==> src/inc/ecd_pkg.sv <==
// ecd_pkg: command codes, attribute and result layouts of the link
// service command decoder.
// assumes: request word 0 carries the command code in its top byte.
`default_nettype none
package ecd_pkg;
    // field positions and widths
    localparam int ECD_WORD_W   = 32;
    localparam int ECD_CODE_MSB = 31;
    localparam int ECD_CODE_LSB = 24;
    localparam int ECD_CODE_W   = 8;
    localparam int ECD_ID_W     = 24;

    // replies
    localparam logic [7:0] ECD_CMD_REJECT     = 8'h01;
    localparam logic [7:0] ECD_CMD_ACCEPT     = 8'h02;
    // logins and basic services
    localparam logic [7:0] ECD_CMD_PORT_LOGIN = 8'h03;
    localparam logic [7:0] ECD_CMD_FAB_LOGIN  = 8'h04;
    localparam logic [7:0] ECD_CMD_LOGOUT     = 8'h05;
    localparam logic [7:0] ECD_CMD_SEQ_INIT   = 8'h0A;
    localparam logic [7:0] ECD_CMD_STREAM     = 8'h0B;
    localparam logic [7:0] ECD_CMD_CRED_EST   = 8'h0C;
    localparam logic [7:0] ECD_CMD_CRED_ADV   = 8'h0D;
    localparam logic [7:0] ECD_CMD_TMO_READ   = 8'h0E;
    localparam logic [7:0] ECD_CMD_ERR_READ   = 8'h0F;
    localparam logic [7:0] ECD_CMD_ECHO       = 8'h10;
    localparam logic [7:0] ECD_CMD_TEST       = 8'h11;
    localparam logic [7:0] ECD_CMD_RECOV_QUAL = 8'h12;
    localparam logic [7:0] ECD_CMD_EXCH_READ  = 8'h13;
    localparam logic [7:0] ECD_CMD_LEGACY     = 8'h14;
    // descriptor based diagnostics
    localparam logic [7:0] ECD_CMD_PERF_NOTE  = 8'h16;
    localparam logic [7:0] ECD_CMD_DIAG_CAP   = 8'h17;
    localparam logic [7:0] ECD_CMD_DIAG_READ  = 8'h18;
    localparam logic [7:0] ECD_CMD_DIAG_REG   = 8'h19;
    // process login group
    localparam logic [7:0] ECD_CMD_PROC_LOGIN = 8'h20;
    localparam logic [7:0] ECD_CMD_PROC_LOGO  = 8'h21;
    localparam logic [7:0] ECD_CMD_PROC_TEST  = 8'h23;
    localparam logic [7:0] ECD_CMD_PROC_3RD   = 8'h24;
    // discovery
    localparam logic [7:0] ECD_CMD_DISC_PARM  = 8'h50;
    localparam logic [7:0] ECD_CMD_DISC_FAB   = 8'h51;
    localparam logic [7:0] ECD_CMD_DISC_ADDR  = 8'h52;
    localparam logic [7:0] ECD_CMD_BUF_COND   = 8'h58;
    // notification and registration
    localparam logic [7:0] ECD_CMD_FAB_ADDR   = 8'h60;
    localparam logic [7:0] ECD_CMD_STATE_NOTE = 8'h61;
    localparam logic [7:0] ECD_CMD_STATE_REG  = 8'h62;
    localparam logic [7:0] ECD_CMD_NODE_TYPES = 8'h63;
    localparam logic [7:0] ECD_CMD_CLK_REQ    = 8'h68;
    localparam logic [7:0] ECD_CMD_CLK_UPD    = 8'h69;
    // loop
    localparam logic [7:0] ECD_CMD_LOOP_INIT  = 8'h70;
    localparam logic [7:0] ECD_CMD_LOOP_OBS   = 8'h71;
    localparam logic [7:0] ECD_CMD_LOOP_STAT  = 8'h72;
    localparam logic [7:0] ECD_CMD_VENDOR     = 8'h77;
    // identification and incidents
    localparam logic [7:0] ECD_CMD_NODE_ID    = 8'h78;
    localparam logic [7:0] ECD_CMD_INC_REPORT = 8'h79;
    localparam logic [7:0] ECD_CMD_INC_REG    = 8'h7A;
    localparam logic [7:0] ECD_CMD_LOOP_SCAN  = 8'h7B;
    localparam logic [7:0] ECD_CMD_BIT_ERR    = 8'h7C;
    localparam logic [7:0] ECD_CMD_SPEED_RPT  = 8'h7D;
    localparam logic [7:0] ECD_CMD_SEC_ATTR   = 8'h7E;
    localparam logic [7:0] ECD_CMD_VF_EXCH    = 8'h7F;
    localparam logic [7:0] ECD_CMD_KEEPALIVE  = 8'h80;
    localparam logic [7:0] ECD_CMD_BEACON     = 8'h81;
    localparam logic [7:0] ECD_CMD_AUTH       = 8'h90;
    localparam logic [7:0] ECD_CMD_FAB_CHANGE = 8'h97;

    // attributes of one command code
    typedef struct packed {
        logic known;       // listed command or reply
        logic reply;       // reject or accept reply
        logic login_req;   // completed port login required
        logic login_na;    // login requirement not applicable
        logic login_ext;   // requirement set by security rules
        logic login_dest;  // required unless sent to port controller
        logic fab_implicit;// fabric login may stand in for port login
        logic tlv;         // descriptor list payload
        logic obsolete;
        logic vendor;
    } ecd_attr_t;

    localparam ecd_attr_t ECD_ATTR_NONE = '0;

    // one sequence to classify
    typedef struct packed {
        logic [ECD_WORD_W-1:0] word0;
        logic [ECD_ID_W-1:0]   d_id;
        logic [ECD_ID_W-1:0]   s_id;
        logic                  outbound;   // sent by this port
        logic                  seq_init;   // sent as sequence initiator
        logic                  loop_reply; // reply in a loop exchange
    } ecd_req_t;

    // classification result
    typedef struct packed {
        logic [ECD_CODE_W-1:0] code;
        ecd_attr_t             attr;
        logic                  login_needed;
        logic                  login_short;
        logic                  fabric_short;
        logic                  lfa_bad;
        logic                  no_initiative;
        logic                  unknown;
        logic                  permit;
    } ecd_res_t;

    localparam ecd_res_t ECD_RES_NONE = '0;
endpackage : ecd_pkg
`default_nettype wire

==> src/rtl/ecd_cmd_table.sv <==
// ecd_cmd_table: combinational attribute lookup for one command code.
// assumes: code is stable for the cycle it is sampled.
`default_nettype none
module ecd_cmd_table (
    // code in
    input  wire logic [7:0]        code,
    // attributes out
    output var  ecd_pkg::ecd_attr_t attr
);
    import ecd_pkg::*;

    function automatic ecd_attr_t ecd_mk(input logic req,
                                         input logic tlv);
        ecd_attr_t a;
        a           = ECD_ATTR_NONE;
        a.known     = 1'b1;
        a.login_req = req;
        a.tlv       = tlv;
        return a;
    endfunction : ecd_mk

    always_comb begin
        attr = ECD_ATTR_NONE;
        unique case (code)
            ECD_CMD_REJECT, ECD_CMD_ACCEPT: begin
                attr          = ecd_mk(1'b0, 1'b0);
                attr.reply    = 1'b1;
                attr.login_na = 1'b1;
            end
            ECD_CMD_PORT_LOGIN, ECD_CMD_FAB_LOGIN, ECD_CMD_LOGOUT,
            ECD_CMD_ECHO:
                attr = ecd_mk(1'b0, 1'b0);
            ECD_CMD_SEQ_INIT, ECD_CMD_STREAM, ECD_CMD_CRED_EST,
            ECD_CMD_CRED_ADV:
                attr = ecd_mk(1'b1, 1'b0);
            ECD_CMD_TMO_READ, ECD_CMD_ERR_READ, ECD_CMD_TEST,
            ECD_CMD_RECOV_QUAL, ECD_CMD_EXCH_READ:
                attr = ecd_mk(1'b1, 1'b0);
            ECD_CMD_LEGACY:
                attr = ECD_ATTR_NONE;
            ECD_CMD_PERF_NOTE, ECD_CMD_DIAG_REG: begin
                attr              = ecd_mk(1'b0, 1'b1);
                attr.fab_implicit = 1'b1;
            end
            ECD_CMD_DIAG_CAP: begin
                attr            = ecd_mk(1'b0, 1'b1);
                attr.login_dest = 1'b1;
            end
            ECD_CMD_DIAG_READ:
                attr = ecd_mk(1'b0, 1'b1);
            ECD_CMD_PROC_LOGIN, ECD_CMD_PROC_LOGO, ECD_CMD_PROC_TEST,
            ECD_CMD_PROC_3RD:
                attr = ecd_mk(1'b1, 1'b0);
            ECD_CMD_DISC_PARM, ECD_CMD_DISC_FAB, ECD_CMD_DISC_ADDR,
            ECD_CMD_BUF_COND, ECD_CMD_NODE_TYPES:
                attr = ecd_mk(1'b1, 1'b0);
            ECD_CMD_FAB_ADDR, ECD_CMD_STATE_NOTE, ECD_CMD_STATE_REG:
                attr = ecd_mk(1'b0, 1'b0);
            ECD_CMD_CLK_REQ, ECD_CMD_CLK_UPD, ECD_CMD_LOOP_INIT,
            ECD_CMD_LOOP_STAT:
                attr = ecd_mk(1'b0, 1'b0);
            ECD_CMD_LOOP_OBS: begin
                attr          = ecd_mk(1'b0, 1'b0);
                attr.obsolete = 1'b1;
            end
            ECD_CMD_VENDOR: begin
                attr          = ecd_mk(1'b0, 1'b0);
                attr.login_na = 1'b1;
                attr.vendor   = 1'b1;
            end
            ECD_CMD_VF_EXCH: begin
                attr          = ecd_mk(1'b0, 1'b0);
                attr.login_na = 1'b1;
            end
            ECD_CMD_INC_REPORT, ECD_CMD_INC_REG, ECD_CMD_LOOP_SCAN,
            ECD_CMD_BIT_ERR, ECD_CMD_SPEED_RPT:
                attr = ecd_mk(1'b1, 1'b0);
            ECD_CMD_NODE_ID, ECD_CMD_SEC_ATTR, ECD_CMD_KEEPALIVE,
            ECD_CMD_BEACON, ECD_CMD_FAB_CHANGE:
                attr = ecd_mk(1'b0, 1'b0);
            ECD_CMD_AUTH: begin
                attr           = ecd_mk(1'b0, 1'b0);
                attr.login_ext = 1'b1;
            end
            default:
                attr = ECD_ATTR_NONE;
        endcase
    end
endmodule : ecd_cmd_table
`default_nettype wire

==> src/rtl/ecd_addr_match.sv <==
// ecd_addr_match: compares source and destination ids with the
// well-known addresses that change classification.
// assumes: ids come from the same clock domain, no synchronising.
`default_nettype none
module ecd_addr_match #(
    parameter logic [23:0] LFA_ID      = 24'h0000FF,
    parameter logic [23:0] FAB_CTRL_ID = 24'hFFFFFD,
    parameter logic [23:0] FPORT_ID    = 24'hFFFFFE
) (
    // ids in
    input  wire logic [23:0] d_id,
    input  wire logic [23:0] s_id,
    // matches out
    output logic             d_is_lfa,
    output logic             s_is_lfa,
    output logic             any_fab_ctrl,
    output logic             d_is_fport
);
    function automatic logic ecd_is(input logic [23:0] id,
                                    input logic [23:0] ref_id);
        return id == ref_id;
    endfunction : ecd_is

    assign d_is_lfa     = ecd_is(d_id, LFA_ID);
    assign s_is_lfa     = ecd_is(s_id, LFA_ID);
    assign any_fab_ctrl = ecd_is(d_id, FAB_CTRL_ID)
                        | ecd_is(s_id, FAB_CTRL_ID);
    assign d_is_fport   = ecd_is(d_id, FPORT_ID);
endmodule : ecd_addr_match
`default_nettype wire

==> src/rtl/ecd_decoder.sv <==
// ecd_decoder: classifies one link service sequence per handshake and
// checks login, fabric login, initiative and loop address limits.
// assumes: login states come from port logic on the same clock and
// stay stable while a request is offered.
//
// How it works
// - a request sent without sequence initiative is flagged
// - a request needing login is refused until port login completes
// - with a fabric, outbound requests other than fabric login (04h) wait for fabric login
// - login need, login and loop address checks depend on address kind, the fabric check on direction
// - loop init and status go to the loop address, replies from it
// - nothing else may use the loop fabric address as destination
// - code is word 0 bits 31..24; 01h and 02h are replies
// - 03h 04h 05h 10h need no login, plain payload
// - 0Ah to 0Dh need login, plain payload
// - 0Eh 0Fh 11h 12h 13h need login, plain payload
// - 14h is reserved and never a valid command
// - 16h to 19h carry descriptor list payloads
// - 17h needs login unless sent to the port controller
// - 16h and 19h with fabric controller: fabric login suffices
// - 20h 21h 23h 24h need login, plain payload
// - 50h 51h 52h 58h 63h need login
// - 60h 61h 62h need no login
// - 68h 69h 70h 72h need no login; 71h is obsolete
// - 77h vendor and 7Fh have login not applicable
// - 79h to 7Dh need login, plain payload
// - 78h 7Eh 80h 81h 97h need no login
// - 90h is authentication, plain payload, login set elsewhere
`default_nettype none
module ecd_decoder #(
    parameter logic [23:0] LFA_ID      = 24'h0000FF,
    parameter logic [23:0] FAB_CTRL_ID = 24'hFFFFFD,
    parameter logic [23:0] FPORT_ID    = 24'hFFFFFE
) (
    // clock, reset, enable
    input  wire logic               mclk,
    input  wire logic               reset,
    input  wire logic               clk_en,
    // login state from the port
    input  wire logic               fabric_present,
    input  wire logic               fabric_logged_in,
    input  wire logic               peer_logged_in,
    // request side
    input  wire logic               req_valid,
    input  wire ecd_pkg::ecd_req_t  req,
    output logic                    req_ready,
    // result side
    output logic                    res_valid,
    output var  ecd_pkg::ecd_res_t  res,
    input  wire logic               res_ready
);
    import ecd_pkg::*;

    typedef enum logic [1:0] {
        ECD_IDLE = 2'b00,
        ECD_CALC = 2'b01,
        ECD_SHOW = 2'b10
    } ecd_state_t;

    ecd_state_t            state_reg;
    ecd_state_t            state_next;
    ecd_req_t              req_reg;
    logic                  fab_pres_reg;
    logic                  fab_in_reg;
    logic                  peer_in_reg;
    logic                  req_ready_reg;
    logic                  res_valid_reg;
    ecd_res_t              res_reg;
    ecd_res_t              res_next;
    ecd_attr_t             attr;
    logic [ECD_CODE_W-1:0] code;
    logic                  d_is_lfa;
    logic                  s_is_lfa;
    logic                  any_fab_ctrl;
    logic                  d_is_fport;
    logic                  accept_req;
    logic                  drop_res;

    assign accept_req = req_valid & req_ready_reg;
    assign drop_res   = res_valid_reg & res_ready;

    // command code always from the top byte of word 0
    assign code = req_reg.word0[ECD_CODE_MSB:ECD_CODE_LSB];

    ecd_cmd_table u_table (
        .code (code),
        .attr (attr)
    );

    ecd_addr_match #(
        .LFA_ID      (LFA_ID),
        .FAB_CTRL_ID (FAB_CTRL_ID),
        .FPORT_ID    (FPORT_ID)
    ) u_addr (
        .d_id         (req_reg.d_id),
        .s_id         (req_reg.s_id),
        .d_is_lfa     (d_is_lfa),
        .s_is_lfa     (s_is_lfa),
        .any_fab_ctrl (any_fab_ctrl),
        .d_is_fport   (d_is_fport)
    );

    function automatic logic ecd_is_loop(input logic [7:0] c);
        return (c == ECD_CMD_LOOP_INIT) | (c == ECD_CMD_LOOP_STAT);
    endfunction : ecd_is_loop

    // classification of the captured sequence
    always_comb begin
        logic is_req;
        logic is_loop;
        logic login_ok;
        is_req   = 1'b0;
        is_loop  = 1'b0;
        login_ok = 1'b0;
        res_next = ECD_RES_NONE;
        is_req   = attr.known & ~attr.reply;
        is_loop  = ecd_is_loop(code) & is_req;
        res_next.code    = code;
        res_next.attr    = attr;
        res_next.unknown = ~attr.known;
        // same table for both directions; 17h exempt when sent to the port controller
        res_next.login_needed = attr.login_req
                              | (attr.login_dest & ~d_is_fport);
        login_ok = peer_in_reg
                 | (attr.fab_implicit & any_fab_ctrl
                    & fab_in_reg);
        res_next.login_short = is_req & res_next.login_needed
                             & ~login_ok;
        res_next.fabric_short = is_req & req_reg.outbound
                              & fab_pres_reg & ~fab_in_reg
                              & (code != ECD_CMD_FAB_LOGIN);
        res_next.lfa_bad = (d_is_lfa & ~is_loop)
                         | (is_loop & ~d_is_lfa)
                         | (attr.reply & req_reg.loop_reply
                            & ~s_is_lfa)
                         | (s_is_lfa
                            & ~(attr.reply & req_reg.loop_reply));
        res_next.no_initiative = is_req & ~req_reg.seq_init;
        res_next.permit = attr.known
                        & ~res_next.login_short
                        & ~res_next.fabric_short
                        & ~res_next.lfa_bad
                        & ~res_next.no_initiative;
    end

    // handshake sequencing
    always_comb begin
        state_next = state_reg;
        unique case (state_reg)
            ECD_IDLE: begin
                if (accept_req) begin
                    state_next = ECD_CALC;
                end
            end
            ECD_CALC: begin
                state_next = ECD_SHOW;
            end
            ECD_SHOW: begin
                if (drop_res) begin
                    state_next = ECD_IDLE;
                end
            end
            default: begin
                state_next = ECD_IDLE;
            end
        endcase
    end

    always_ff @(posedge mclk) begin
        if (reset) begin
            state_reg <= ECD_IDLE;
        end else if (clk_en) begin
            state_reg <= state_next;
        end
    end

    // capture the sequence and the login state together
    always_ff @(posedge mclk) begin
        if (reset) begin
            req_reg      <= '0;
            fab_pres_reg <= 1'b0;
            fab_in_reg   <= 1'b0;
            peer_in_reg  <= 1'b0;
        end else if (clk_en && accept_req) begin
            req_reg      <= req;
            fab_pres_reg <= fabric_present;
            fab_in_reg   <= fabric_logged_in;
            peer_in_reg  <= peer_logged_in;
        end
    end

    always_ff @(posedge mclk) begin
        if (reset) begin
            req_ready_reg <= 1'b0;
        end else if (clk_en) begin
            req_ready_reg <= (state_next == ECD_IDLE);
        end
    end

    // result held until taken
    always_ff @(posedge mclk) begin
        if (reset) begin
            res_valid_reg <= 1'b0;
            res_reg       <= ECD_RES_NONE;
        end else if (clk_en) begin
            if (state_reg == ECD_CALC) begin
                res_valid_reg <= 1'b1;
                res_reg       <= res_next;
            end else if (drop_res) begin
                res_valid_reg <= 1'b0;
            end
        end
    end

    assign req_ready = req_ready_reg;
    assign res_valid = res_valid_reg;
    assign res       = res_reg;
endmodule : ecd_decoder
`default_nettype wire

==> config.mk <==
export PLATFORM = sky130hd
export DESIGN_NAME = ecd_decoder
export DESIGN_NICKNAME = d
export VERILOG_FILES = /design/src/inc/ecd_pkg.sv /design/src/rtl/ecd_cmd_table.sv /design/src/rtl/ecd_addr_match.sv /design/src/rtl/ecd_decoder.sv
export SDC_FILE = /design/constraint.sdc
export NUM_CORES = 1
export LEC_CHECK = 0
export ABC_CLOCK_PERIOD_IN_PS = 5900
export BUFFER_PORTS_ARGS = -buffer_cell sky130_fd_sc_hd__clkbuf_2
export CAP_MARGIN = 20
export CORE_ASPECT_RATIO = 1.5
export CORE_MARGIN = 2
export CORE_UTILIZATION = 30
export DETAILED_ROUTE_END_ITERATION = 7
export GPL_ROUTABILITY_DRIVEN = 0
export RECOVER_POWER = 50
export SETUP_SLACK_MARGIN = 0.15
export SYNTH_ARGS = -nofsm -noshare
export SYNTH_HDL_FRONTEND = slang
export SYNTH_SLANG_ARGS = --single-unit
==> constraint.sdc <==
create_clock -name mclk -period 5.9 [get_ports mclk]
set_input_delay 0.295 -clock mclk [delete_from_list [all_inputs] [get_ports mclk]]
set_output_delay 0.295 -clock mclk [all_outputs]
set_load 0.05 [all_outputs]
==> out/qor.yml, run 1 <==
worst_setup_path:
  crit_type: "primary input to flop"
  cpMaxStageDelayCell: "clkbuf_1"
  max_stage_delay_ns: 2.73
  crit_family: "buffers and inverters"
  worst-path-buf-inv: 2
  endpoint_kind: "flop"
  critPathRequiredTime_ns: 6.12
  worstPathMaxFanout: 92
  cp_data_arrival_time_ns: 3.60
  start_kind: "primary input"
  path_cells: "buf_2 -> clkbuf_1 -> or4_1 -> o31ai_1"
routing:
  top_layer_used: "met4"
  drc: 0
  wl_um: 10140
  dr_wl_met3_um: 475
  ant_nets: 0
  route.vias.total: 3785
  routedWlPerCell_um: 13.44
  met1_length_um: 4650
  wl_met2_um: 4823
  vias_per_cell: 5.020
  drt_iter0_drc: 153
  first_pass_iters: 4
synth:
  synth_cell_types: 51
  synth_top_area_cell: "dfxtp_1"
  syn_nets: 614
  synthTopCellsByArea: "dfxtp_1 46%, nand2_1 16%, a21oi_1 11%"
  synth-seq-area-share_pct: 46.43
  synthFlopType: "dfxtp_1"
  syn_avg_cell_area_um2: 7.502
  syn_area_um2: 3924
  synthCells: 523
  synth_edf_count: 0
  synth_warnings: 0
  ys_ff_latch: 91
  async_flop_share_pct: 0
  netlist.area_leader.share_pct: 46.43
grt:
  globalRoute.totalOverflow: 0
  grt_max_degree: 93
  grt_pass1_wl_um: 16810
  grt_pass1_vias: 3588
  grt_usage_pct: 14.44
  antenna_found_initial: 0
cts:
  cts_tree: "yes"
  cts_resized: 0
  numCtsBuffers: 9
  postCtsSetupBuffers: 0
  cts_buffer_depth: 2
  cts_max_level: 3
  clk_latency_ns: 0.33
  cts.sinks: 91
  clk_pin_slew_ns: 0.07
  holdBufCountCts: 0
  cts-root-buf: "clkbuf_16"
placement:
  place_inst: 737
  io_buffer_count: 93
  place_area_um2: 4462
  dpl.hpwl_um: 6916
final_layout:
  fin_cells: 754
  layout_common_cells: "167 x nand2_1, 91 x dfxtp_1, 84 x a21oi_1"
  layout_commonest_cell: "nand2_1"
  largest_reg_flops: 51
  post-route-cell-area_um2: 4725
  nets: 681
  nFillCells: 1423
  insertedDiodeCount: 0
  drive_gt1_share_pct: 15.13
  area_growth_pct: 20.41
sta:
  finalCritPeriodShare_pct: 57.26
  report.final.slew_viol_count: 93
  rsz0062_at_grt: "false"
  min_period_ns: 3.378
  finClkSkew_ns: 0.003784
  max_freq_mhz: 296.0
  worst_pin_slew_ns: 3.902
  fin_setup_tns_ns: 0
  setup_viol: 0
  max_slew_margin_pct: -160.1
  hold_viol_final: 0
power:
  max-vdd-ir-drop_v: 0.0001305
  power.density_nw_per_um2: 269.4
  p_leak_nw: 1.633
floorplan:
  num_rows: 51
  die_h_um: 144.1
  die_w_um: 97.38
  start_util_pct: 30.44
  num_io_pins: 118
  coreArea_um2: 12890
  die_area_um2: 14030
outcome:
  violations: "capacitance limit, slew limit"
  status: "finished with violations"
run:
  max_cap_viol_count: 1
hold_path:
  hold_path_class: "primary input to flop"
[worst paths after layout]
check,to,slack [ns],depth (start not counted),from
max reg2reg,res[16],3.26,6,code[0]
min reg2reg,res[12],0.45,2,res[12]
min,req_reg[14],0.17,3,req[14]
max,res[0],2.52,4,reset
[routing by layer]
metal / global-route usage (%) / vias to the layer above
met5: 0 / -
li1: - / 1934
met1: 18.21 / 1724
met2: 24.43 / 116
met3: 2.610 / 11
met4: 5.848 / 0
[per-stage QoR]
| step | hold WS [ns] | power [mW] | setup slack (ns) | util, % |
|---|---|---|---|---|
| finish | 0.1719 | 1.273 | 2.522 | 36.65 |
| global route | 0.1676 | 1.327 | 2.130 | 36.65 |
| CTS | 0.1612 | 1.291 | 3.406 | 36.79 |
| detailed placement | 0.4469 | 0.7516 | 3.419 | 34.61 |
| global placement | 0.4402 | 0.7488 | 3.497 | 34.61 |
| floorplan | 0.4310 | 0.7122 | 3.789 | - |
[worst reg2reg max path, delay by kind of cell, from the launching register on]
family / cells / cell delay, ns
and+or+nand+nor: 4 / 0.68
AOI/OAI and AO/OA: 1 / 0.53
DFF: 1 / 0.84
adders and majority gates: 1 / 0.30
[layout make-up]
| class | instances | area (µm²) | share of cell area (%) |
|---|---|---|---|
| clock buffers | 10 | 239.0 | 5.058 |
| clock inverters | 6 | 41.29 | 0.8739 |
| inverters | 3 | 11.26 | 0.2383 |
| multi-input cells | 388 | 1942 | 41.10 |
| flip-flops and latches | 91 | 1822 | 38.56 |
| well taps | 159 | 198.9 | 4.211 |
| repair buffers | 97 | 470.5 | 9.958 |
[cell usage after synthesis, drive strengths merged (3+ instances only)]
cell and count:
nor3 15, nand2 167, nor2 24, a21oi 84, nor4 10, clkbuf 40
nand3 8, a211oi 5, or4 3, o21ai 5, xnor2 3, inv 3
and3 3, nor3b 4, o32ai 3, dfxtp 91, nand4 13
[power by group]
group | internal, mW | switching [mW]
registers | 0.628 | 0.0154
clock network | 0.296 | 0.238
logic | 0.0390 | 0.0559
[kinds of logic (layout without fill, tap and decap cells)]
family | count (synthesis) | in the layout | synth area share, %
buffers and inverters | 44 | 116 | 4.241
adder cells (fa/ha/maj) | 1 | 1 | 0.2551
AO/OA/AOI/OAI | 116 | 116 | 17.03
AND/OR/NAND/NOR | 266 | 266 | 30.93
flip-flops | 91 | 91 | 46.43
XOR/XNOR | 5 | 5 | 1.116
No activity file was read; power rests on OpenSTA's default activity.
==> inputs of run 2 (changes only) <==
ABC_CLOCK_PERIOD_IN_PS = 2830   (was 5900)
clock period = 2.83 ns   (was 5.9 ns; I/O delays follow)
==> run 2 against run 1 <==
The flow still finishes with violations (capacitance limit, slew limit). Highest routed layer unchanged. Hold slack got worse by 0.15 ns. Combinational power rose by 120%. Setup slack lost 2.0 ns.
==> out/qor.yml, run 2 (synthesis results as in run 1) <==
run:
  max_cap_viol_count: 1
cts:
  cts-root-buf: "clkbuf_16"
  cts_resized: 0
  cts_max_level: 3
  clk_latency_ns: 0.34
  clk_pin_slew_ns: 0.06
  holdBufCountCts: 0
  postCtsSetupBuffers: 0
  cts_tree: "yes"
  cts.sinks: 91
  numCtsBuffers: 9
  cts_buffer_depth: 2
final_layout:
  drive_gt1_share_pct: 15.73
  nFillCells: 1394
  layout_commonest_cell: "nand2_1"
  post-route-cell-area_um2: 4797
  nets: 690
  largest_reg_flops: 51
  insertedDiodeCount: 0
  multiInputGateArea_um2: 1941
  area_growth_pct: 22.26
  layout_common_cells: "167 x nand2_1, 91 x dfxtp_1, 84 x a21oi_1"
  ff_latch_area_um2: 1822
worst_setup_path:
  crit_type: "flop to flop"
  endpoint_kind: "flop"
  start_kind: "flop"
  cpMaxStageDelayCell: "or4_4"
  cp_data_arrival_time_ns: 2.55
  max_stage_delay_ns: 0.55
  crit_family: "simple AND/OR/NAND/NOR gates"
  worstPathMaxFanout: 7
  path_cells: "or4_4 -> nor3_4 -> nand2_1 -> xor2_1 -> or4_1 -> o31ai_1"
  worst-path-buf-inv: 0
  critPathRequiredTime_ns: 3.09
floorplan:
  num_rows: 51
  coreArea_um2: 12890
  die_area_um2: 14030
  die_h_um: 144.1
  num_io_pins: 118
  die_w_um: 97.38
  start_util_pct: 30.44
sta:
  max_slew_margin_pct: -4.739
  fin_ws_ns: 0.5332
  setup_viol: 0
  report.final.slew_viol_count: 29
  max_freq_mhz: 435.4
  min_period_ns: 2.297
  hold_viol_final: 0
  fin_setup_tns_ns: 0
  finClkSkew_ns: 0.006588
  finalCritPeriodShare_pct: 81.16
  hold_ws_ns: 0.02022
  worst_pin_slew_ns: 1.571
  rsz0062_at_grt: "false"
power:
  max-vdd-ir-drop_v: 0.0002463
  pwr-share-seq_pct: 48.3
  p_int_mw: 2.104
  swShare_pct: 23.71
  p_comb_share_pct: 7.6
  p_clk_share_pct: 44.1
  p_switching_uw: 654.0
  finalPower_mw: 2.758
  power.density_nw_per_um2: 574.9
  p_leak_nw: 1.689
hold_path:
  hold_path_class: "primary input to flop"
routing:
  wl_um: 10220
  drt_iter0_drc: 124
  drc: 0
  vias_per_cell: 4.917
  first_pass_iters: 4
  routedWlPerCell_um: 13.40
  route.vias.total: 3752
  ant_nets: 0
outcome:
  status: "finished with violations"
  violations: "capacitance limit, slew limit"
grt:
  grt_pass1_wl_um: 16660
  grt_max_degree: 41
  grt_usage_pct: 14.55
  grt_pass1_vias: 3492
  antenna_found_initial: 0
  globalRoute.totalOverflow: 0
placement:
  dpl.hpwl_um: 7364
  pre_cts_slack_ns: 0.5439
  io_buffer_count: 93
  place_area_um2: 4537
-- run 2: cell count changes in the layout (fill, tap and decap cells not counted), sizes merged --
| cell | before | now |
|---|---|---|
| buf | 4 | 12 |
| bufinv | 0 | 1 |
| clkbuf | 103 | 105 |
| clkinv | 3 | 2 |
| clkinvlp | 3 | 1 |
| inv | 3 | 4 |
-- run 2: worst paths after layout --
path,start,cells past startpoint,endpoint,slack (ns)
worst max-delay path,code[5],6,res[0],0.53
worst min-delay path,req[78],3,code[3],0.02
worst max register to register,code[5],6,res[0],0.53
worst min register to register,res[12],2,res[12],0.45
-- run 2: routing by layer --
metal	share of wire (%)	vias to the layer above	GRT usage (%)	wire length (µm)
met4	3.2	0	7.822	326
met3	4.3	22	2.175	437
met2	46	100	23.77	4706
met1	46	1683	18.54	4752
li1	-	1947	-	-
met5	0	-	0	0
-- run 2: final cells by class --
type                            count  area share, %
Clock buffer                       11          5.060
Timing Repair Buffer              106          10.88
Multi-Input combinational cell    388          40.45
Sequential cell                    91          37.98
Clock inverter                      5          1.252
Tap cell                          159          4.147
Inverter                            3         0.2347
-- run 2: power groups by stage --
stage	combinational (mW)	sequential (mW)	clock (mW)
6_report	0.210	1.33	1.22
5_1_grt	0.235	1.34	1.31
4_1_cts	0.213	1.33	1.25
3_5_place_dp	0.212	1.36	0
3_3_place_gp	0.209	1.36	0
2_1_floorplan	0.120	1.37	0
-- run 2: metrics by stage --
| step | utilization (%) | cells |
|---|---|---|
| 3_3_place_gp | 35.20 | 747 |
| 2_1_floorplan | - | 523 |
| 5_1_grt | 37.22 | 763 |
| 6_report | 37.22 | 763 |
| 4_1_cts | 37.55 | 763 |
| 3_5_place_dp | 35.20 | 747 |
-- run 2: worst min-delay path, stage by stage --
cell and delay (ns):
clkbuf_2 0.08, nand2_1 0.04, a21oi_1 0.05
